===== src/include/adc_ctrl_pkg.sv =====
// Package for the converter control block: register map, fields, timing.
// Assumes an 8-bit special-register port from the core, one 200 MHz clock.
package adc_ctrl_pkg;

  localparam logic [3:0] OFF_PIN_EN   = 4'h5;
  localparam logic [3:0] OFF_CTRL     = 4'h6;
  localparam logic [3:0] OFF_RES_HI   = 4'h8;
  localparam logic [3:0] OFF_RES_LO   = 4'h9;

  localparam int         BIT_REF_SEL  = 7;
  localparam int         BIT_DIV_HI   = 6;
  localparam int         BIT_DIV_LO   = 5;
  localparam int         BIT_GO       = 4;
  localparam int         BIT_PWR_ON   = 3;
  localparam int         CHAN_W       = 3;
  localparam int         NUM_PINS     = 6;
  localparam int         RES_W        = 10;
  localparam int         CONV_BITS    = 16;

  localparam logic [7:0] PIN_EN_RST   = 8'h00;
  localparam logic [7:0] PIN_EN_MASK  = 8'h3F;
  localparam logic [1:0] DIV_RST      = 2'h0;
  localparam logic [2:0] CHAN_MAX     = 3'h5;

  localparam logic [1:0] DIV_4        = 2'h0;
  localparam logic [1:0] DIV_1        = 2'h1;
  localparam logic [1:0] DIV_16       = 2'h2;
  localparam logic [1:0] DIV_2        = 2'h3;

  localparam int         CLK_MHZ      = 200;
  localparam int         OSC_DIV      = 4;

  typedef enum logic [2:0] {
    ST_IDLE = 3'b001,
    ST_CONV = 3'b010,
    ST_DONE = 3'b100
  } conv_state_e;

  typedef struct packed {
    logic                reference_select;
    logic [1:0]          clk_div_sel;
    logic                conv_go;
    logic                conv_power_on;
    logic [CHAN_W-1:0]   chan_sel;
  } ctrl_s;

endpackage


===== src/verilog/adc_sar_core.sv =====
// Successive-approximation sequencer: one result bit per bit-period tick from the third, RES_W ticks in all.
// Assumes an external comparator answer valid when a bit tick arrives.
`timescale 1ns/1ps
module adc_sar_core #(
  parameter int RES_W     = 10,
  parameter int CONV_BITS = 16
) (
  input  wire logic             clk_sys_i,
  input  wire logic             sys_rst_i,
  input  wire logic             start_i,
  input  wire logic             bit_tick_i,
  input  wire logic             cmp_hi_i,
  output logic [RES_W-1:0]      trial_o,
  output logic [RES_W-1:0]      result_o,
  output logic                  done_o,
  output logic                  busy_o
);
  logic [4:0]       cnt_q;
  logic [RES_W-1:0] mask_q;

  // The first bits of each frame are the sample and the last ones settle,
  // so only RES_W of the CONV_BITS periods make decisions.
  always_ff @(posedge clk_sys_i or posedge sys_rst_i)
  begin
    if (sys_rst_i)
    begin
      cnt_q    <= 5'h00;
      mask_q   <= '0;
      trial_o  <= '0;
      result_o <= '0;
      done_o   <= 1'b0;
      busy_o   <= 1'b0;
    end
    else
    begin
      done_o <= 1'b0;
      if (start_i && !busy_o)
      begin
        busy_o  <= 1'b1;
        cnt_q   <= 5'h00;
        mask_q  <= {1'b1, {(RES_W-1){1'b0}}};
        trial_o <= {1'b1, {(RES_W-1){1'b0}}};
      end
      else if (busy_o && bit_tick_i)
      begin
        cnt_q <= cnt_q + 5'h01;
        if (mask_q != '0 && cnt_q >= 5'h02)
        begin
          if (!cmp_hi_i)
            trial_o <= (trial_o & ~mask_q) | (mask_q >> 1);
          else
            trial_o <= trial_o | (mask_q >> 1);
          mask_q <= mask_q >> 1;
        end
        if (cnt_q == 5'(CONV_BITS - 1))
        begin
          busy_o   <= 1'b0;
          done_o   <= 1'b1;
          result_o <= trial_o;
        end
      end
    end
  end
endmodule


===== src/verilog/sar_adc_control.sv =====
// Converter control: register port, prescaler, sequencing, sleep handling.
// Assumes a core register port in the clock domain and an external
// comparator whose answer is synchronised here.
// Overview of operation
// - Convert selected input by successive approximation into a 10-bit result.
// - Six pin enable bits make each pin analog when 1.
// - Upper two pin enable bits always read zero.
// - Control bit 7 selects supply or shared pin as reference.
// - Prescaler code 00 by 4, 01 by 1, 10 by 16, 11 by 2.
// - Each result bit takes one bit period; a conversion lasts 16.
// - Writing 1 to run bit starts; writing 0 ignored; hardware clears.
// - Power bit 0 turns reference off; 1 keeps converter operating.
// - Channel codes 0 to 5 route inputs; 6 and 7 select none.
// - Channel changes only while done flag and run bit are low.
// - Completion loads results, clears run bit and sets done flag.
// - Converter keeps running in sleep from the oscillator.
// - End in sleep wakes core if enabled, else shuts converter off.
// - Done flag sets regardless of interrupt mask or global enable.
`timescale 1ns/1ps
module sar_adc_control
  import adc_ctrl_pkg::*;
#(
  parameter int CLK_PER_OSC = adc_ctrl_pkg::OSC_DIV
) (
  input  wire logic                        clk_sys_i,
  input  wire logic                        sys_rst_i,
  input  wire logic                        reg_wr_i,
  input  wire logic                        reg_rd_i,
  input  wire logic [3:0]                  reg_addr_i,
  input  wire logic [7:0]                  reg_wdata_i,
  output logic [7:0]                       reg_rdata_o,
  input  wire logic                        conv_done_clr_i,
  input  wire logic                        conv_wake_en_i,
  input  wire logic                        sleep_i,
  input  wire logic                        cmp_hi_i,
  output logic [adc_ctrl_pkg::NUM_PINS-1:0] pin_analog_o,
  output logic [adc_ctrl_pkg::NUM_PINS-1:0] chan_route_o,
  output logic                             ref_from_pin_o,
  output logic                             ref_power_o,
  output logic [adc_ctrl_pkg::RES_W-1:0]   dac_trial_o,
  output logic                             conv_done_flag_o,
  output logic                             wake_o
);
  import adc_ctrl_pkg::*;

  conv_state_e       st_q;
  ctrl_s             ctrl_q;
  logic [7:0]        pin_en_q;
  logic [RES_W-1:0]  res_q;
  logic              done_q;
  logic              shut_q;
  logic [1:0]        cmp_sync_q;
  logic [7:0]        osc_cnt_q;
  logic              osc_tick;
  logic [4:0]        bit_cnt_q;
  logic [4:0]        bit_div;
  logic              bit_tick;
  logic              start;
  logic              core_done;
  logic              core_busy;
  logic [RES_W-1:0]  core_res;
  logic [RES_W-1:0]  trial;
  logic              wr_ctrl;

  // Bounds of a divide-by-1 conversion: the first oscillator tick after
  // start may fall anywhere within one oscillator period.
  localparam int FAST_MIN = (CONV_BITS - 1) * CLK_PER_OSC + 2;
  localparam int FAST_MAX = CONV_BITS * CLK_PER_OSC + 1;

  assign wr_ctrl = reg_wr_i && reg_addr_i == OFF_CTRL;
  assign start   = st_q == ST_IDLE && ctrl_q.conv_go && !shut_q;

  // Comparator is asynchronous to the clock; second stage alone is read.
  always_ff @(posedge clk_sys_i or posedge sys_rst_i)
  begin
    if (sys_rst_i)
      cmp_sync_q <= 2'b00;
    else
      cmp_sync_q <= {cmp_sync_q[0], cmp_hi_i};
  end

  // Oscillator tick derived from the system clock.
  always_ff @(posedge clk_sys_i or posedge sys_rst_i)
  begin
    if (sys_rst_i)
      osc_cnt_q <= 8'h00;
    else if (osc_cnt_q == 8'(CLK_PER_OSC - 1))
      osc_cnt_q <= 8'h00;
    else
      osc_cnt_q <= osc_cnt_q + 8'h01;
  end
  assign osc_tick = osc_cnt_q == 8'(CLK_PER_OSC - 1);

  always_comb
  begin
    case (ctrl_q.clk_div_sel)
      DIV_4:   bit_div = 5'd3;
      DIV_1:   bit_div = 5'd0;
      DIV_16:  bit_div = 5'd15;
      DIV_2:   bit_div = 5'd1;
      default: bit_div = 5'd3;
    endcase
  end

  // Oscillator keeps ticking in sleep, so conversion continues.
  always_ff @(posedge clk_sys_i or posedge sys_rst_i)
  begin
    if (sys_rst_i)
      bit_cnt_q <= 5'h00;
    else if (start || st_q != ST_CONV)
      bit_cnt_q <= 5'h00;
    else if (osc_tick)
      bit_cnt_q <= (bit_cnt_q >= bit_div) ? 5'h00 : bit_cnt_q + 5'h01;
  end
  assign bit_tick = osc_tick && bit_cnt_q >= bit_div;

  adc_sar_core #(
    .RES_W     (RES_W),
    .CONV_BITS (CONV_BITS)
  ) u_core (
    .clk_sys_i  (clk_sys_i),
    .sys_rst_i  (sys_rst_i),
    .start_i    (start),
    .bit_tick_i (bit_tick),
    .cmp_hi_i   (cmp_sync_q[1]),
    .trial_o    (trial),
    .result_o   (core_res),
    .done_o     (core_done),
    .busy_o     (core_busy)
  );

  always_ff @(posedge clk_sys_i or posedge sys_rst_i)
  begin
    if (sys_rst_i)
      st_q <= ST_IDLE;
    else
      case (st_q)
        ST_IDLE: if (start) st_q <= ST_CONV;
        ST_CONV: if (core_done) st_q <= ST_DONE;
        ST_DONE: st_q <= ST_IDLE;
        default: st_q <= ST_IDLE;
      endcase
  end

  always_ff @(posedge clk_sys_i or posedge sys_rst_i)
  begin
    if (sys_rst_i)
    begin
      ctrl_q   <= '0;
      pin_en_q <= PIN_EN_RST;
    end
    else
    begin
      if (reg_wr_i && reg_addr_i == OFF_PIN_EN)
        pin_en_q <= reg_wdata_i & PIN_EN_MASK;
      if (wr_ctrl)
      begin
        ctrl_q.reference_select <= reg_wdata_i[BIT_REF_SEL];
        ctrl_q.clk_div_sel <= reg_wdata_i[BIT_DIV_HI:BIT_DIV_LO];
        ctrl_q.conv_power_on <= reg_wdata_i[BIT_PWR_ON];
        if (!done_q && !ctrl_q.conv_go)
          ctrl_q.chan_sel <= reg_wdata_i[CHAN_W-1:0];
      end
      // Completion clears run; a set in that same cycle is dropped.
      if (core_done)
        ctrl_q.conv_go <= 1'b0;
      else if (wr_ctrl && reg_wdata_i[BIT_GO])
        ctrl_q.conv_go <= 1'b1;
    end
  end

  always_ff @(posedge clk_sys_i or posedge sys_rst_i)
  begin
    if (sys_rst_i)
    begin
      res_q  <= '0;
      done_q <= 1'b0;
      wake_o <= 1'b0;
      shut_q <= 1'b0;
    end
    else
    begin
      wake_o <= 1'b0;
      if (core_done)
      begin
        res_q <= core_res;
        // Set wins over clear; no mask is consulted.
        done_q <= 1'b1;
        if (sleep_i && conv_wake_en_i)
          wake_o <= 1'b1;
        else if (sleep_i)
          shut_q <= 1'b1;
      end
      else if (conv_done_clr_i)
        done_q <= 1'b0;
      if (!sleep_i)
        shut_q <= 1'b0;
    end
  end

  always_ff @(posedge clk_sys_i or posedge sys_rst_i)
  begin
    if (sys_rst_i)
    begin
      reg_rdata_o      <= 8'h00;
      pin_analog_o     <= '0;
      chan_route_o     <= '0;
      ref_from_pin_o   <= 1'b0;
      ref_power_o      <= 1'b0;
      dac_trial_o      <= '0;
      conv_done_flag_o <= 1'b0;
    end
    else
    begin
      if (reg_rd_i)
        case (reg_addr_i)
          OFF_PIN_EN: reg_rdata_o <= pin_en_q;
          OFF_CTRL:   reg_rdata_o <= ctrl_q;
          OFF_RES_HI: reg_rdata_o <= res_q[RES_W-1:2];
          OFF_RES_LO: reg_rdata_o <= {6'h00, res_q[1:0]};
          default:    reg_rdata_o <= 8'h00;
        endcase
      pin_analog_o   <= pin_en_q[NUM_PINS-1:0];
      ref_from_pin_o <= ctrl_q.reference_select;
      ref_power_o    <= ctrl_q.conv_power_on && !shut_q;
      dac_trial_o    <= trial;
      conv_done_flag_o <= done_q;
      for (int i = 0; i < NUM_PINS; i++)
        chan_route_o[i] <= ctrl_q.chan_sel == 3'(i);
    end
  end

  AST_GO_CLEARED: assert property (
    @(posedge clk_sys_i) disable iff (sys_rst_i)
    core_done |=> !ctrl_q.conv_go && done_q)
    else $error("run bit not cleared at completion");
  AST_DONE_FLAG: assert property (
    @(posedge clk_sys_i) disable iff (sys_rst_i)
    core_done |=> done_q ##1 conv_done_flag_o)
    else $error("done flag missing");
  AST_CHAN_HOLD: assert property (
    @(posedge clk_sys_i) disable iff (sys_rst_i)
    (done_q || ctrl_q.conv_go) |=> $stable(ctrl_q.chan_sel))
    else $error("channel changed while locked");
  AST_ZERO_WR: assert property (
    @(posedge clk_sys_i) disable iff (sys_rst_i)
    (ctrl_q.conv_go && !core_done) |=> ctrl_q.conv_go)
    else $error("run bit dropped early");
  AST_PIN_HI0: assert property (
    @(posedge clk_sys_i) disable iff (sys_rst_i)
    pin_en_q[7:6] == 2'b00)
    else $error("unused pin bits set");
  AST_SLEEP_WAKE: assert property (
    @(posedge clk_sys_i) disable iff (sys_rst_i)
    (core_done && sleep_i && conv_wake_en_i) |=> wake_o)
    else $error("no wake at end of sleep conversion");
  AST_SHUT: assert property (
    @(posedge clk_sys_i) disable iff (sys_rst_i)
    (core_done && sleep_i && !conv_wake_en_i) |=> ##1 !ref_power_o)
    else $error("converter not shut off");
  AST_FAST_CONV: assert property (
    @(posedge clk_sys_i) disable iff (sys_rst_i)
    (start && ctrl_q.clk_div_sel == DIV_1) |-> ##[FAST_MIN:FAST_MAX] core_done)
    else $error("conversion length wrong");
  AST_RES_LOAD: assert property (
    @(posedge clk_sys_i) disable iff (sys_rst_i)
    core_done |=> res_q == $past(core_res))
    else $error("result not loaded");
  AST_BUSY_CONV: assert property (
    @(posedge clk_sys_i) disable iff (sys_rst_i)
    (st_q == ST_CONV && !core_done) |-> core_busy)
    else $error("sequencer idle during conversion");

  COV_START: cover property (@(posedge clk_sys_i) start);
  COV_DONE: cover property (@(posedge clk_sys_i) core_done);
  COV_WAKE: cover property (@(posedge clk_sys_i) wake_o);
endmodule


===== config.mk =====
export PLATFORM = sky130hd
export DESIGN_NAME = sar_adc_control
export DESIGN_NICKNAME = d
export VERILOG_FILES = /design/src/include/adc_ctrl_pkg.sv /design/src/verilog/adc_sar_core.sv /design/src/verilog/sar_adc_control.sv
export SDC_FILE = /design/constraint.sdc
export NUM_CORES = 1
export LEC_CHECK = 0
export BUFFER_PORTS_ARGS = -buffer_cell sky130_fd_sc_hd__buf_2
export CAP_MARGIN = 10
export CORE_MARGIN = 2
export CORE_UTILIZATION = 30
export DETAILED_ROUTE_END_ITERATION = 8
export PLACE_DENSITY_LB_ADDON = 0.12
export SYNTH_ARGS = -nofsm -noshare
export SYNTH_HDL_FRONTEND = slang
export SYNTH_SLANG_ARGS = --single-unit

===== constraint.sdc =====
create_clock -name clk_sys_i -period 4.1 [get_ports clk_sys_i]
set_input_delay 0.615 -clock clk_sys_i [delete_from_list [all_inputs] [get_ports clk_sys_i]]
set_output_delay 0.615 -clock clk_sys_i [all_outputs]
set_load 0.005 [all_outputs]

# After elaboration in Yosys (flattened, before gate mapping)
# Index checks and enable logic that the tools add are counted.
# W data, S select, Z words.
[word_totals]
ff_bits = 115
inputBits = 20
out_inout_bits = 34
[op_classes]
add_sub_neg = 3
order_cmp = 2
eq_ne = 21
muxes = 33
n_bitwise = 5
reduce_logical = 32
[op_table]
columns = ["op", "n"]
rows = [
  ["$mux W10", 7],
  ["$pmux W8 S4", 1],
  ["$mux W5", 5],
  ["$or A10 B9 Y10", 2],
  ["$pmux W5 S4", 1],
  ["$mux W1", 15],
  ["$logic_and A1 B1 Y1", 12],
  ["$reduce_bool A2 Y1", 6],
  ["$add A5 B1 Y5 const B", 2],
  ["$and A10 B10 Y10", 1],
  ["$not A10 Y10", 1],
  ["$reduce_and A2 Y1", 5],
  ["$reduce_bool A10 Y1", 1],
  ["$eq A3 B2 Y1 const B", 3],
  ["$add A8 B1 Y8 const B", 1],
  ["$eq A4 B3 Y1 const B", 2],
  ["$eq A4 B4 Y1 const B", 2],
  ["$eq A8 B2 Y1 const B", 1],
  ["$mux W8", 1],
  ["$eq A3 B1 Y1 const B", 2],
  ["$eq A3 B3 Y1 const B", 2],
  ["$mux W3", 2],
  ["$pmux W3 S2", 1],
  ["$eq A5 B4 Y1 const B", 1],
  ["13 further kinds", 19],
]

# Depth between registers and ports, before layout
# Gate-level depths: netlist (run 1).
[logic_depth]
depth_word = 7
mapped_depth = 9
depth_no_buf = 7

# Modules after synthesis
# Synthesis (run 1) repeated with hierarchy kept, for this count alone.
[hier_totals]
hier_cells = 352
hier_area_um2 = 4604.4
[by_module_without_submodules]
columns = ["module", "n_inst", "cells_per_inst", "area_per_inst_um2"]
rows = [
  ["sar_adc_control", 1, 227, 3049.2],
  ["adc_sar_core", 1, 125, 1555.2],
]

# Least setup slack after synthesis (run 1)
# OpenSTA, ideal clock, no wires.
[synth_path]
path_type = "register -> register"
start = "register osc_cnt_q[0]"
end = "register u_core.result_o[0]"
setup_ns = 0.127
arrival_ns = 2.396
required_ns = 3.973
path_slack_ns = 1.576
path_stages_with_launch = 8
synth_period_minus_slack_ns = 2.524
path_cell_list = "dfrtp_1 ha_1 or4b_4 nor4_4 nor4b_4 and2_1 buf_6 mux2_1"
[synth_between]
elab_chain_len = 4
[synth_rtl]
columns = ["element", "line_no", "rtl"]
rows = [
  ["start: declaration", "sar_adc_control.sv:53", "logic [7:0] osc_cnt_q;"],
  ["start signal: assignment", "sar_adc_control.sv:90", "osc_cnt_q <= osc_cnt_q + 8'h01;"],
  ["$eq A8 B2 Y1", "sar_adc_control.sv:92", "assign osc_tick = osc_cnt_q == 8'(CLK_PER_OSC - 1);"],
  ["$logic_and A1 B1 Y1", "sar_adc_control.sv:115", "assign bit_tick = osc_tick && bit_cnt_q >= bit_div;"],
  ["$logic_and A1 B1 Y1", "adc_sar_core.sv:44", "else if (busy_o && bit_tick_i)"],
  ["$reduce_and A3 Y1 (no source line)", "--", ""],
  ["end signal: assignment", "adc_sar_core.sv:59", "result_o <= trial_o;"],
  ["end: declaration", "adc_sar_core.sv:14", "output logic [RES_W-1:0] result_o,"],
]
# Every way passes these cells.
# A chain may end at the register's enable or synchronous reset.

# Worst setup path after layout (run 1)
[layout_path]
start = "register osc_cnt_q[0]"
end = "register u_core.result_o[7]"
# Same word-level chain as after synthesis.

==> results.py, run 1 <==
metrics = {
    "timing": {
        "rsz0062_at_grt": "false",
        "worst_pin_slew_ns": 0.808,
        "finalSetupTns_ns": 0,
        "hold_violations": 0,
        "hold_slack_ns": 0.276,
        "finalCriticalPeriod_ns": 3.08,
        "max_freq_ghz": 0.325,
        "timing.final.max_slew_violations": 0,
        "finalCritPeriodShare_pct": 75.0,
        "clock_skew_ns": 0.00986,
        "finalSetupViolCount": 0,
        "slew_headroom_pct": 45.7,
    },
    "pwr": {
        "p_leak_nw": 2.74,
        "finalPower_mw": 3.15,
        "peakVddDrop_uv": 269,
        "powerDensity_nw_per_um2": 555,
    },
    "critical_path": {
        "r2r_start": "osc_cnt_q[0]",
        "timing_worst_setup_path_type": "reg2reg",
        "crit_path_start_kind": "flip-flop",
        "cp.arrival_ns": 3.36,
        "end_kind": "flip-flop",
        "critPathRequiredTime_ns": 4.39,
        "crit_fanout": 12,
        "reg2reg_to": "u_core.result_o[7]",
        "r2r_setup_slack_ns": 1.02,
        "reg2regPathDepth": 6,
    },
    "detailed_routing": {
        "first_iter_violations": 127,
        "routedWlPerCell_um": 15.7,
        "vias_per_cell": 4.76,
        "antenna_left": 0,
        "drc": 0,
        "wl_um": 9640,
        "vias": 2935,
        "dr.pass1.iters": 4,
    },
    "min_path": {
        "hp-class": "in2async",
    },
    "synth": {
        "syn_inst": 356,
        "ys_ff_latch": 115,
        "synth_seq_area_share_pct": 62.3,
        "synthArstFlopShare_pct": 100,
        "postSynthAreaPerCell_sq_um": 13.0,
        "yosysTopAreaCell": "dfrtp_1",
        "synth_cell_types": 45,
        "synth_edf_count": 0,
        "syn_area_sq_um": 4620,
        "synthesis.nets": 385,
        "synth_ff_type": "dfrtp_1",
        "synth_top_area_share_pct": 61.8,
        "ys_warn_count": 0,
        "ys_top_cells_by_area": "dfrtp_1 (62%), mux2_2 (6.1%), ha_1 (2.4%), mux2_1 (2.0%), a32o_1 (1.7%)",
    },
    "place": {
        "placed_cells": 585,
        "gp_congestion": 0.723,
        "place_area_sq_um": 5070,
        "portBuffers": 53,
        "dp_hpwl_um": 6740,
    },
    "cts": {
        "cts.repair.resized": 0,
        "clk_pin_slew_ns": 0.05,
        "cts_setup_buffers": 0,
        "htree_num_levels": 4,
        "cts_tree": "yes",
        "cts_made_buffers": 17,
        "clk_latency_ns": 0.41,
        "clkSinkCount": 115,
        "cts_hold_buffers": 0,
        "clockBufferDepth": 2,
        "clock-root-buffer": "clkbuf_16",
    },
    "finish": {
        "area_growth_pct": 22.7,
        "insertedDiodeCount": 0,
        "nets": 445,
        "postLayoutCellArea_sq_um": 5670,
        "final_cell_mix": "dfrtp_1 (114), buf_2 (53), mux2_2 (25)",
        "final_common_cell": "dfrtp_1",
        "stdcell_count": 616,
        "drive_above_1_share_pct": 27.3,
    },
    "run_status": {
        "status": "complete, no violations",
    },
    "floorplan": {
        "die_height_um": 128,
        "core_area_sq_um": 15100,
        "dieWidth_um": 128,
        "row_count": 45,
        "initial_core_util_pct": 30.5,
        "io_pins": 54,
        "dieArea_sq_um": 16400,
    },
    "grt": {
        "met2_usage_pct": 19.4,
        "use_met3_pct": 4.26,
        "grt.total_usage_pct": 12.9,
        "grt_pass1_wl_um": 16000,
        "global_route.overflow_total": 0,
        "grt_util_met1_pct": 16.8,
        "first_global_vias": 2994,
        "grt_busiest_layer": "met2",
        "grt_max_degree": 48,
        "grt_antenna_before_repair": 0,
    },
    "flow_run": {
        "cap_violations": 0,
    },
}
## kinds of logic (layout without fill, tap and decap cells)
logic type | Yosys count | count (layout) | share of synthesized area [%]
AND/OR/NAND/NOR | 92 | 92 | 11.6
buffers and inverters | 31 | 103 | 3.01
adder cells (fa/ha/maj) | 9 | 9 | 2.44
XOR/XNOR | 8 | 8 | 1.52
AO/OA/AOI/OAI | 64 | 64 | 10.2
flip-flops | 115 | 115 | 62.3
multiplexers | 37 | 37 | 8.91
## area by class of cell
| cell class | count | area, sq um |
|---|---|---|
| clock inverters | 9 | 129 |
| flip-flops and latches | 115 | 2880 |
| inverters | 16 | 62.6 |
| fillers | 1458 | 9480 |
| repair buffers | 56 | 288 |
| multi-input cells | 210 | 1600 |
| clock buffers | 22 | 474 |
| well taps | 188 | 235 |
## registers in the layout, summed over array words and instances (netlist names), 2 cells and up
signal           cells
dac_trial_o         10
res_q               10
u_core.mask_q       10
u_core.result_o     10
u_core.trial_o      10
ctrl_q               8
osc_cnt_q            8
reg_rdata_o          8
chan_route_o         6
pin_analog_o         6
pin_en_q             6
bit_cnt_q            5
u_core.cnt_q         5
st_q                 3
cmp_sync_q           2
## worst max-delay path, cell delays in order (launching register included)
cell and delay [ns]:
dfrtp_1 0.38, ha_1 0.21, or4b_4 0.49, nor4_4 0.31, nor4b_4 0.61, and2_1 0.56
mux2_2 0.39
## cell usage after synthesis (3+ instances only)
cell type  number
a22o_1          9
mux2i_1         4
o21a_1          3
ha_1            9
a21oi_1         7
o22ai_1         8
and2_1          3
mux2_1          8
a32oi_1         3
nand2b_1        6
inv_1          16
mux2_2         25
clkbuf_1       11
nand2_1        13
and3_1          5
nand3_1        15
nor3b_1         7
a21o_1          3
a22oi_1         6
a32o_1          8
nor2_1         21
xor2_1          3
xnor2_1         5
dfrtp_1       114
o21ai_0         8
nor3_1          3
nor2b_1         5
## routing by layer
layer  wire (um)  vias to the layer above
met5           0                        -
li1            -                     1402
met4         164                        0
met3         433                       15
met2        4400                       63
met1        4650                     1455
## how the worst max path moves through the flow
stage	from	to	slack (ns)	depth (start not counted)
after global routing	osc_cnt_q[0]	u_core.result_o[8]	0.79	6
after global placement	osc_cnt_q[0]	u_core.result_o[7]	1.08	6
final	osc_cnt_q[0]	u_core.result_o[7]	1.02	6
after CTS	osc_cnt_q[0]	u_core.result_o[7]	0.96	6
after detailed placement	osc_cnt_q[0]	u_core.result_o[8]	0.99	6
after floorplan	sys_rst_i	bit_cnt_q[0]	0.44	1
## through the flow
stage | setup WS [ns] | util (%)
2_1_floorplan | 0.443 | -
3_3_place_gp | 1.08 | 33.4
3_5_place_dp | 0.986 | 33.4
4_1_cts | 0.957 | 37.4
5_1_grt | 0.787 | 37.4
6_report | 1.02 | 37.4
## report_power, final
part	switching (mW)	internal [mW]
logic	0.161	0.147
registers	0.0947	1.25
clock network	0.499	0.996
total	0.755	2.39
No activity file was read; power rests on OpenSTA's default activity.
==> run 2: changes to the inputs <==
- clock period: 4.1 -> 3.19 ns (I/O delays scaled with it)
==> results.py, run 2 (same netlist as run 1, synthesis figures left out) <==
metrics = {
    "finish": {
        "nets": 452,
        "insertedDiodeCount": 0,
        "final_common_cell": "dfrtp_1",
        "final_cell_mix": "dfrtp_1 (114), buf_2 (53), mux2_2 (25)",
        "area_growth_pct": 24.4,
        "drive_above_1_share_pct": 28.7,
        "fillerInstances": 1442,
        "finish.utilization_pct": 37.9,
    },
    "detailed_routing": {
        "antenna_left": 0,
        "vias_per_cell": 4.77,
        "dr.pass1.iters": 4,
        "vias": 2972,
        "drc": 0,
        "routedWlPerCell_um": 15.5,
        "wl_um": 9660,
        "first_iter_violations": 190,
    },
    "cts": {
        "clk_latency_ns": 0.41,
        "clock-root-buffer": "clkbuf_16",
        "cts_tree": "yes",
        "cts.repair.resized": 0,
        "cts_setup_buffers": 0,
        "cts_made_buffers": 17,
        "clkSinkCount": 115,
        "clockBufferDepth": 2,
        "htree_num_levels": 4,
        "cts_hold_buffers": 0,
        "clk_pin_slew_ns": 0.05,
    },
    "timing": {
        "clock_skew_ns": 0.00686,
        "hold_violations": 0,
        "max_freq_ghz": 0.376,
        "rsz0062_at_grt": "false",
        "finalCriticalPeriod_ns": 2.66,
        "finalSetupViolCount": 0,
        "worst_pin_slew_ns": 0.995,
        "finalSetupTns_ns": 0,
        "slew_headroom_pct": 33.7,
        "finalCritPeriodShare_pct": 83.4,
        "timing.final.max_slew_violations": 0,
    },
    "critical_path": {
        "crit_fanout": 12,
        "r2r_setup_slack_ns": 0.53,
        "timing_worst_setup_path_type": "reg2reg",
        "reg2reg_to": "u_core.result_o[9]",
        "end_kind": "flip-flop",
        "r2r_start": "ctrl_q[5]",
        "critPathRequiredTime_ns": 3.48,
        "reg2regPathDepth": 7,
        "cp.arrival_ns": 2.95,
        "crit_path_start_kind": "flip-flop",
    },
    "floorplan": {
        "die_height_um": 128,
        "dieWidth_um": 128,
        "io_pins": 54,
        "row_count": 45,
        "initial_core_util_pct": 30.5,
        "dieArea_sq_um": 16400,
        "core_area_sq_um": 15100,
    },
    "min_path": {
        "hold_path.startpoint": "cmp_hi_i",
        "hold_end": "cmp_sync_q[0]",
        "hp-class": "in2reg",
        "min_path_cells": 1,
    },
    "pwr": {
        "power_frac_comb_pct": 9.9,
        "peakVddDrop_uv": 389,
        "p_int_mw": 3.16,
        "p_leak_nw": 2.78,
        "p_seq_share_pct": 41.8,
        "clkPwrFrac_pct": 48.3,
        "powerDensity_nw_per_um2": 719,
        "netSwitchingFraction_pct": 23.5,
        "p_sw_mw": 0.970,
    },
    "grt": {
        "first_global_vias": 3119,
        "grt_pass1_wl_um": 16400,
        "grt_max_degree": 79,
        "global_route.overflow_total": 0,
        "grt.total_usage_pct": 13.1,
        "grt_antenna_before_repair": 0,
    },
    "place": {
        "dp_hpwl_um": 6770,
        "gp_congestion": 0.725,
        "portBuffers": 53,
    },
    "run_status": {
        "status": "complete, no violations",
    },
    "flow_run": {
        "cap_violations": 0,
    },
}
## run 2: how the worst max path moves through the flow
stage,start,end,slack (ns),cells past startpoint
2_1_floorplan,osc_cnt_q[0],u_core.result_o[0],0.67,7
3_3_place_gp,ctrl_q[5],u_core.result_o[4],0.56,7
3_5_place_dp,ctrl_q[5],u_core.result_o[1],0.48,7
4_1_cts,ctrl_q[5],u_core.result_o[1],0.48,7
5_1_grt,ctrl_q[5],u_core.result_o[5],0.28,7
6_report,ctrl_q[5],u_core.result_o[9],0.53,7
## run 2: layout make-up
| cell class | instances | area, sq um | share of cell area [%] |
|---|---|---|---|
| inverter | 16 | 63.8 | 1.11 |
| clock inverter | 10 | 155 | 2.70 |
| timing repair buffer | 63 | 340 | 5.92 |
| multi-input combinational | 210 | 1600 | 27.9 |
| clock buffer | 21 | 470 | 8.19 |
| sequential | 115 | 2880 | 50.1 |
| tap | 188 | 235 | 4.09 |
## run 2: through the flow
stage | area, sq um | hold WS, ns | instances | power (mW) | setup WS, ns
global placement | 5120 | 0.336 | 592 | 2.16 | 0.563
floorplan | 4620 | 0.331 | 356 | 2.00 | 0.666
global route | 5750 | 0.158 | 623 | 4.35 | 0.280
finish | 5750 | 0.173 | 623 | 4.13 | 0.529
detailed placement | 5120 | 0.340 | 592 | 2.17 | 0.477
CTS | 5750 | 0.154 | 623 | 4.19 | 0.479
## run 2: routing by layer
layer | global-route usage (%) | wire [um] | vias up
met5 | 0 | 0 | -
met4 | 6.01 | 171 | 0
met3 | 4.22 | 403 | 14
met2 | 19.6 | 4430 | 63
met1 | 17.3 | 4660 | 1469
li1 | - | - | 1426
## run 2: critical path, cell delays in order (launching register included)
cell and delay [ns]:
dfrtp_1 0.41, nand2b_1 0.19, ha_1 0.20, or4_1 0.51
a21oi_1 0.38, nor4b_4 0.12, and2_1 0.35, mux2_1 0.38
## run 2: power by group through the flow
stage | combinational [mW] | sequential [mW] | clock (mW)
after floorplan | 0.278 | 1.72 | 0
after global placement | 0.412 | 1.75 | 0
after detailed placement | 0.419 | 1.75 | 0
after CTS | 0.420 | 1.73 | 2.04
after global routing | 0.480 | 1.75 | 2.11
final | 0.409 | 1.73 | 1.99
==> run 3: changes to the inputs <==
- clock period: 3.19 -> 2.6 ns (I/O delays scaled with it)
==> results.py, run 3 (same netlist as run 1, synthesis figures left out) <==
metrics = {
    "run_status": {
        "status": "complete, no violations",
    },
    "timing": {
        "slew_headroom_pct": 47.7,
        "finalSetupTns_ns": 0,
        "worst_pin_slew_ns": 0.783,
        "fin_ws_ns": 0.171,
        "finalCriticalPeriod_ns": 2.43,
        "timing.final.max_slew_violations": 0,
        "finalSetupViolCount": 0,
        "rsz0062_at_grt": "false",
        "max_freq_ghz": 0.412,
        "hold_violations": 0,
        "finalCritPeriodShare_pct": 93.4,
        "clock_skew_ns": 0.00603,
        "hold_slack_ns": 0.0812,
    },
    "critical_path": {
        "crit_path_start_kind": "flip-flop",
        "end_kind": "flip-flop",
        "reg2regPathDepth": 7,
        "timing_worst_setup_path_type": "reg2reg",
        "crit_fanout": 12,
        "critPathRequiredTime_ns": 2.89,
        "cp.arrival_ns": 2.72,
        "r2r_setup_slack_ns": 0.17,
    },
    "grt": {
        "grt_pass1_wl_um": 16500,
        "grt_max_degree": 46,
        "grt_antenna_before_repair": 0,
        "first_global_vias": 3204,
        "global_route.overflow_total": 0,
        "grt.total_usage_pct": 13.1,
    },
    "floorplan": {
        "initial_core_util_pct": 30.5,
        "die_height_um": 128,
        "row_count": 45,
        "dieWidth_um": 128,
        "io_pins": 54,
        "core_area_sq_um": 15100,
        "dieArea_sq_um": 16400,
    },
    "detailed_routing": {
        "first_iter_violations": 183,
        "wl_um": 9730,
        "drc": 0,
        "dr.pass1.iters": 4,
        "antenna_left": 0,
        "vias": 3016,
        "vias_per_cell": 4.79,
        "routedWlPerCell_um": 15.5,
    },
    "place": {
        "dp_hpwl_um": 6970,
        "place_area_sq_um": 5180,
        "place_ws_ns": 0.156,
        "portBuffers": 53,
        "gp_congestion": 0.765,
    },
    "cts": {
        "clockBufferDepth": 2,
        "cts_tree": "yes",
        "clk_latency_ns": 0.41,
        "clock-root-buffer": "clkbuf_16",
        "clk_pin_slew_ns": 0.05,
        "htree_num_levels": 4,
        "clkSinkCount": 115,
        "cts_made_buffers": 17,
    },
    "pwr": {
        "powerDensity_nw_per_um2": 866,
        "p_leak_nw": 2.81,
        "finalPower_mw": 5.02,
        "peakVddDrop_uv": 482,
    },
    "finish": {
        "nets": 457,
        "postLayoutCellArea_sq_um": 5790,
        "drive_above_1_share_pct": 29.9,
        "area_growth_pct": 25.4,
        "fillerInstances": 1454,
        "final_common_cell": "dfrtp_1",
        "final_cell_mix": "dfrtp_1 (114), buf_2 (53), mux2_2 (25)",
        "insertedDiodeCount": 0,
    },
    "min_path": {
        "min_path_cells": 1,
        "hp-class": "in2reg",
    },
    "flow_run": {
        "cap_violations": 0,
    },
}
-- run 3: cell count changes in the layout (fill, tap and decap cells not counted), moves of 2 or more --
cell and delta:
buf_12 +2, buf_4 +2, clkbuf_1 +2, clkbuf_8 -3, clkinv_2 +3
-- run 3: per-layer routing --
| metal | GRT usage, % | wire length [um] |
|---|---|---|
| met5 | 0 | 0 |
| met4 | 6.33 | 208 |
| met3 | 4.13 | 451 |
| met2 | 20.5 | 4490 |
| met1 | 16.6 | 4580 |
-- run 3: final cells by class --
type / instances / area [sq um] / share of cell area [%]
tap: 188 / 235 / 4.06
clock inverter: 12 / 163 / 2.81
multi-input combinational: 210 / 1610 / 27.8
inverter: 16 / 63.8 / 1.10
clock buffer: 20 / 437 / 7.54
timing repair buffer: 68 / 407 / 7.02
sequential: 115 / 2880 / 49.7
-- run 3: stage by stage --
step	cells	utilization (%)
global route	629	38.3
global placement	597	34.2
CTS	629	38.2
floorplan	356	-
detailed placement	597	34.2
finish	629	38.3
-- run 3: worst paths after layout --
kind,start,endpoint
setup reg to reg,osc_cnt_q[0],u_core.result_o[8]
setup / recovery,osc_cnt_q[0],u_core.result_o[8]
max in group asynchronous,sys_rst_i,res_q[3]
hold reg to reg,cmp_sync_q[0],cmp_sync_q[1]
hold / removal,cmp_hi_i,cmp_sync_q[0]
min in group asynchronous,sys_rst_i,u_core.cnt_q[4]
-- run 3: critical path, cell delays in order (launching register included) --
cell and delay [ns]:
dfrtp_1 0.38, ha_2 0.21, or4b_4 0.47, nor4_4 0.17, nor4b_4 0.38, and2_4 0.21, buf_6 0.15, mux2_2 0.34
-- run 3: what timing repair did --
item                                    CTS  global route
endpoints found under the setup margin    0             8
hold buffers                              0             0
resized for setup                         0             4
setup buffers                             0             0
-- run 3: report_power, final --
part	total [mW]	switching (mW)	internal (mW)
Combinational	0.532	0.274	0.258
Clock	2.37	0.782	1.59
Sequential	2.12	0.144	1.97
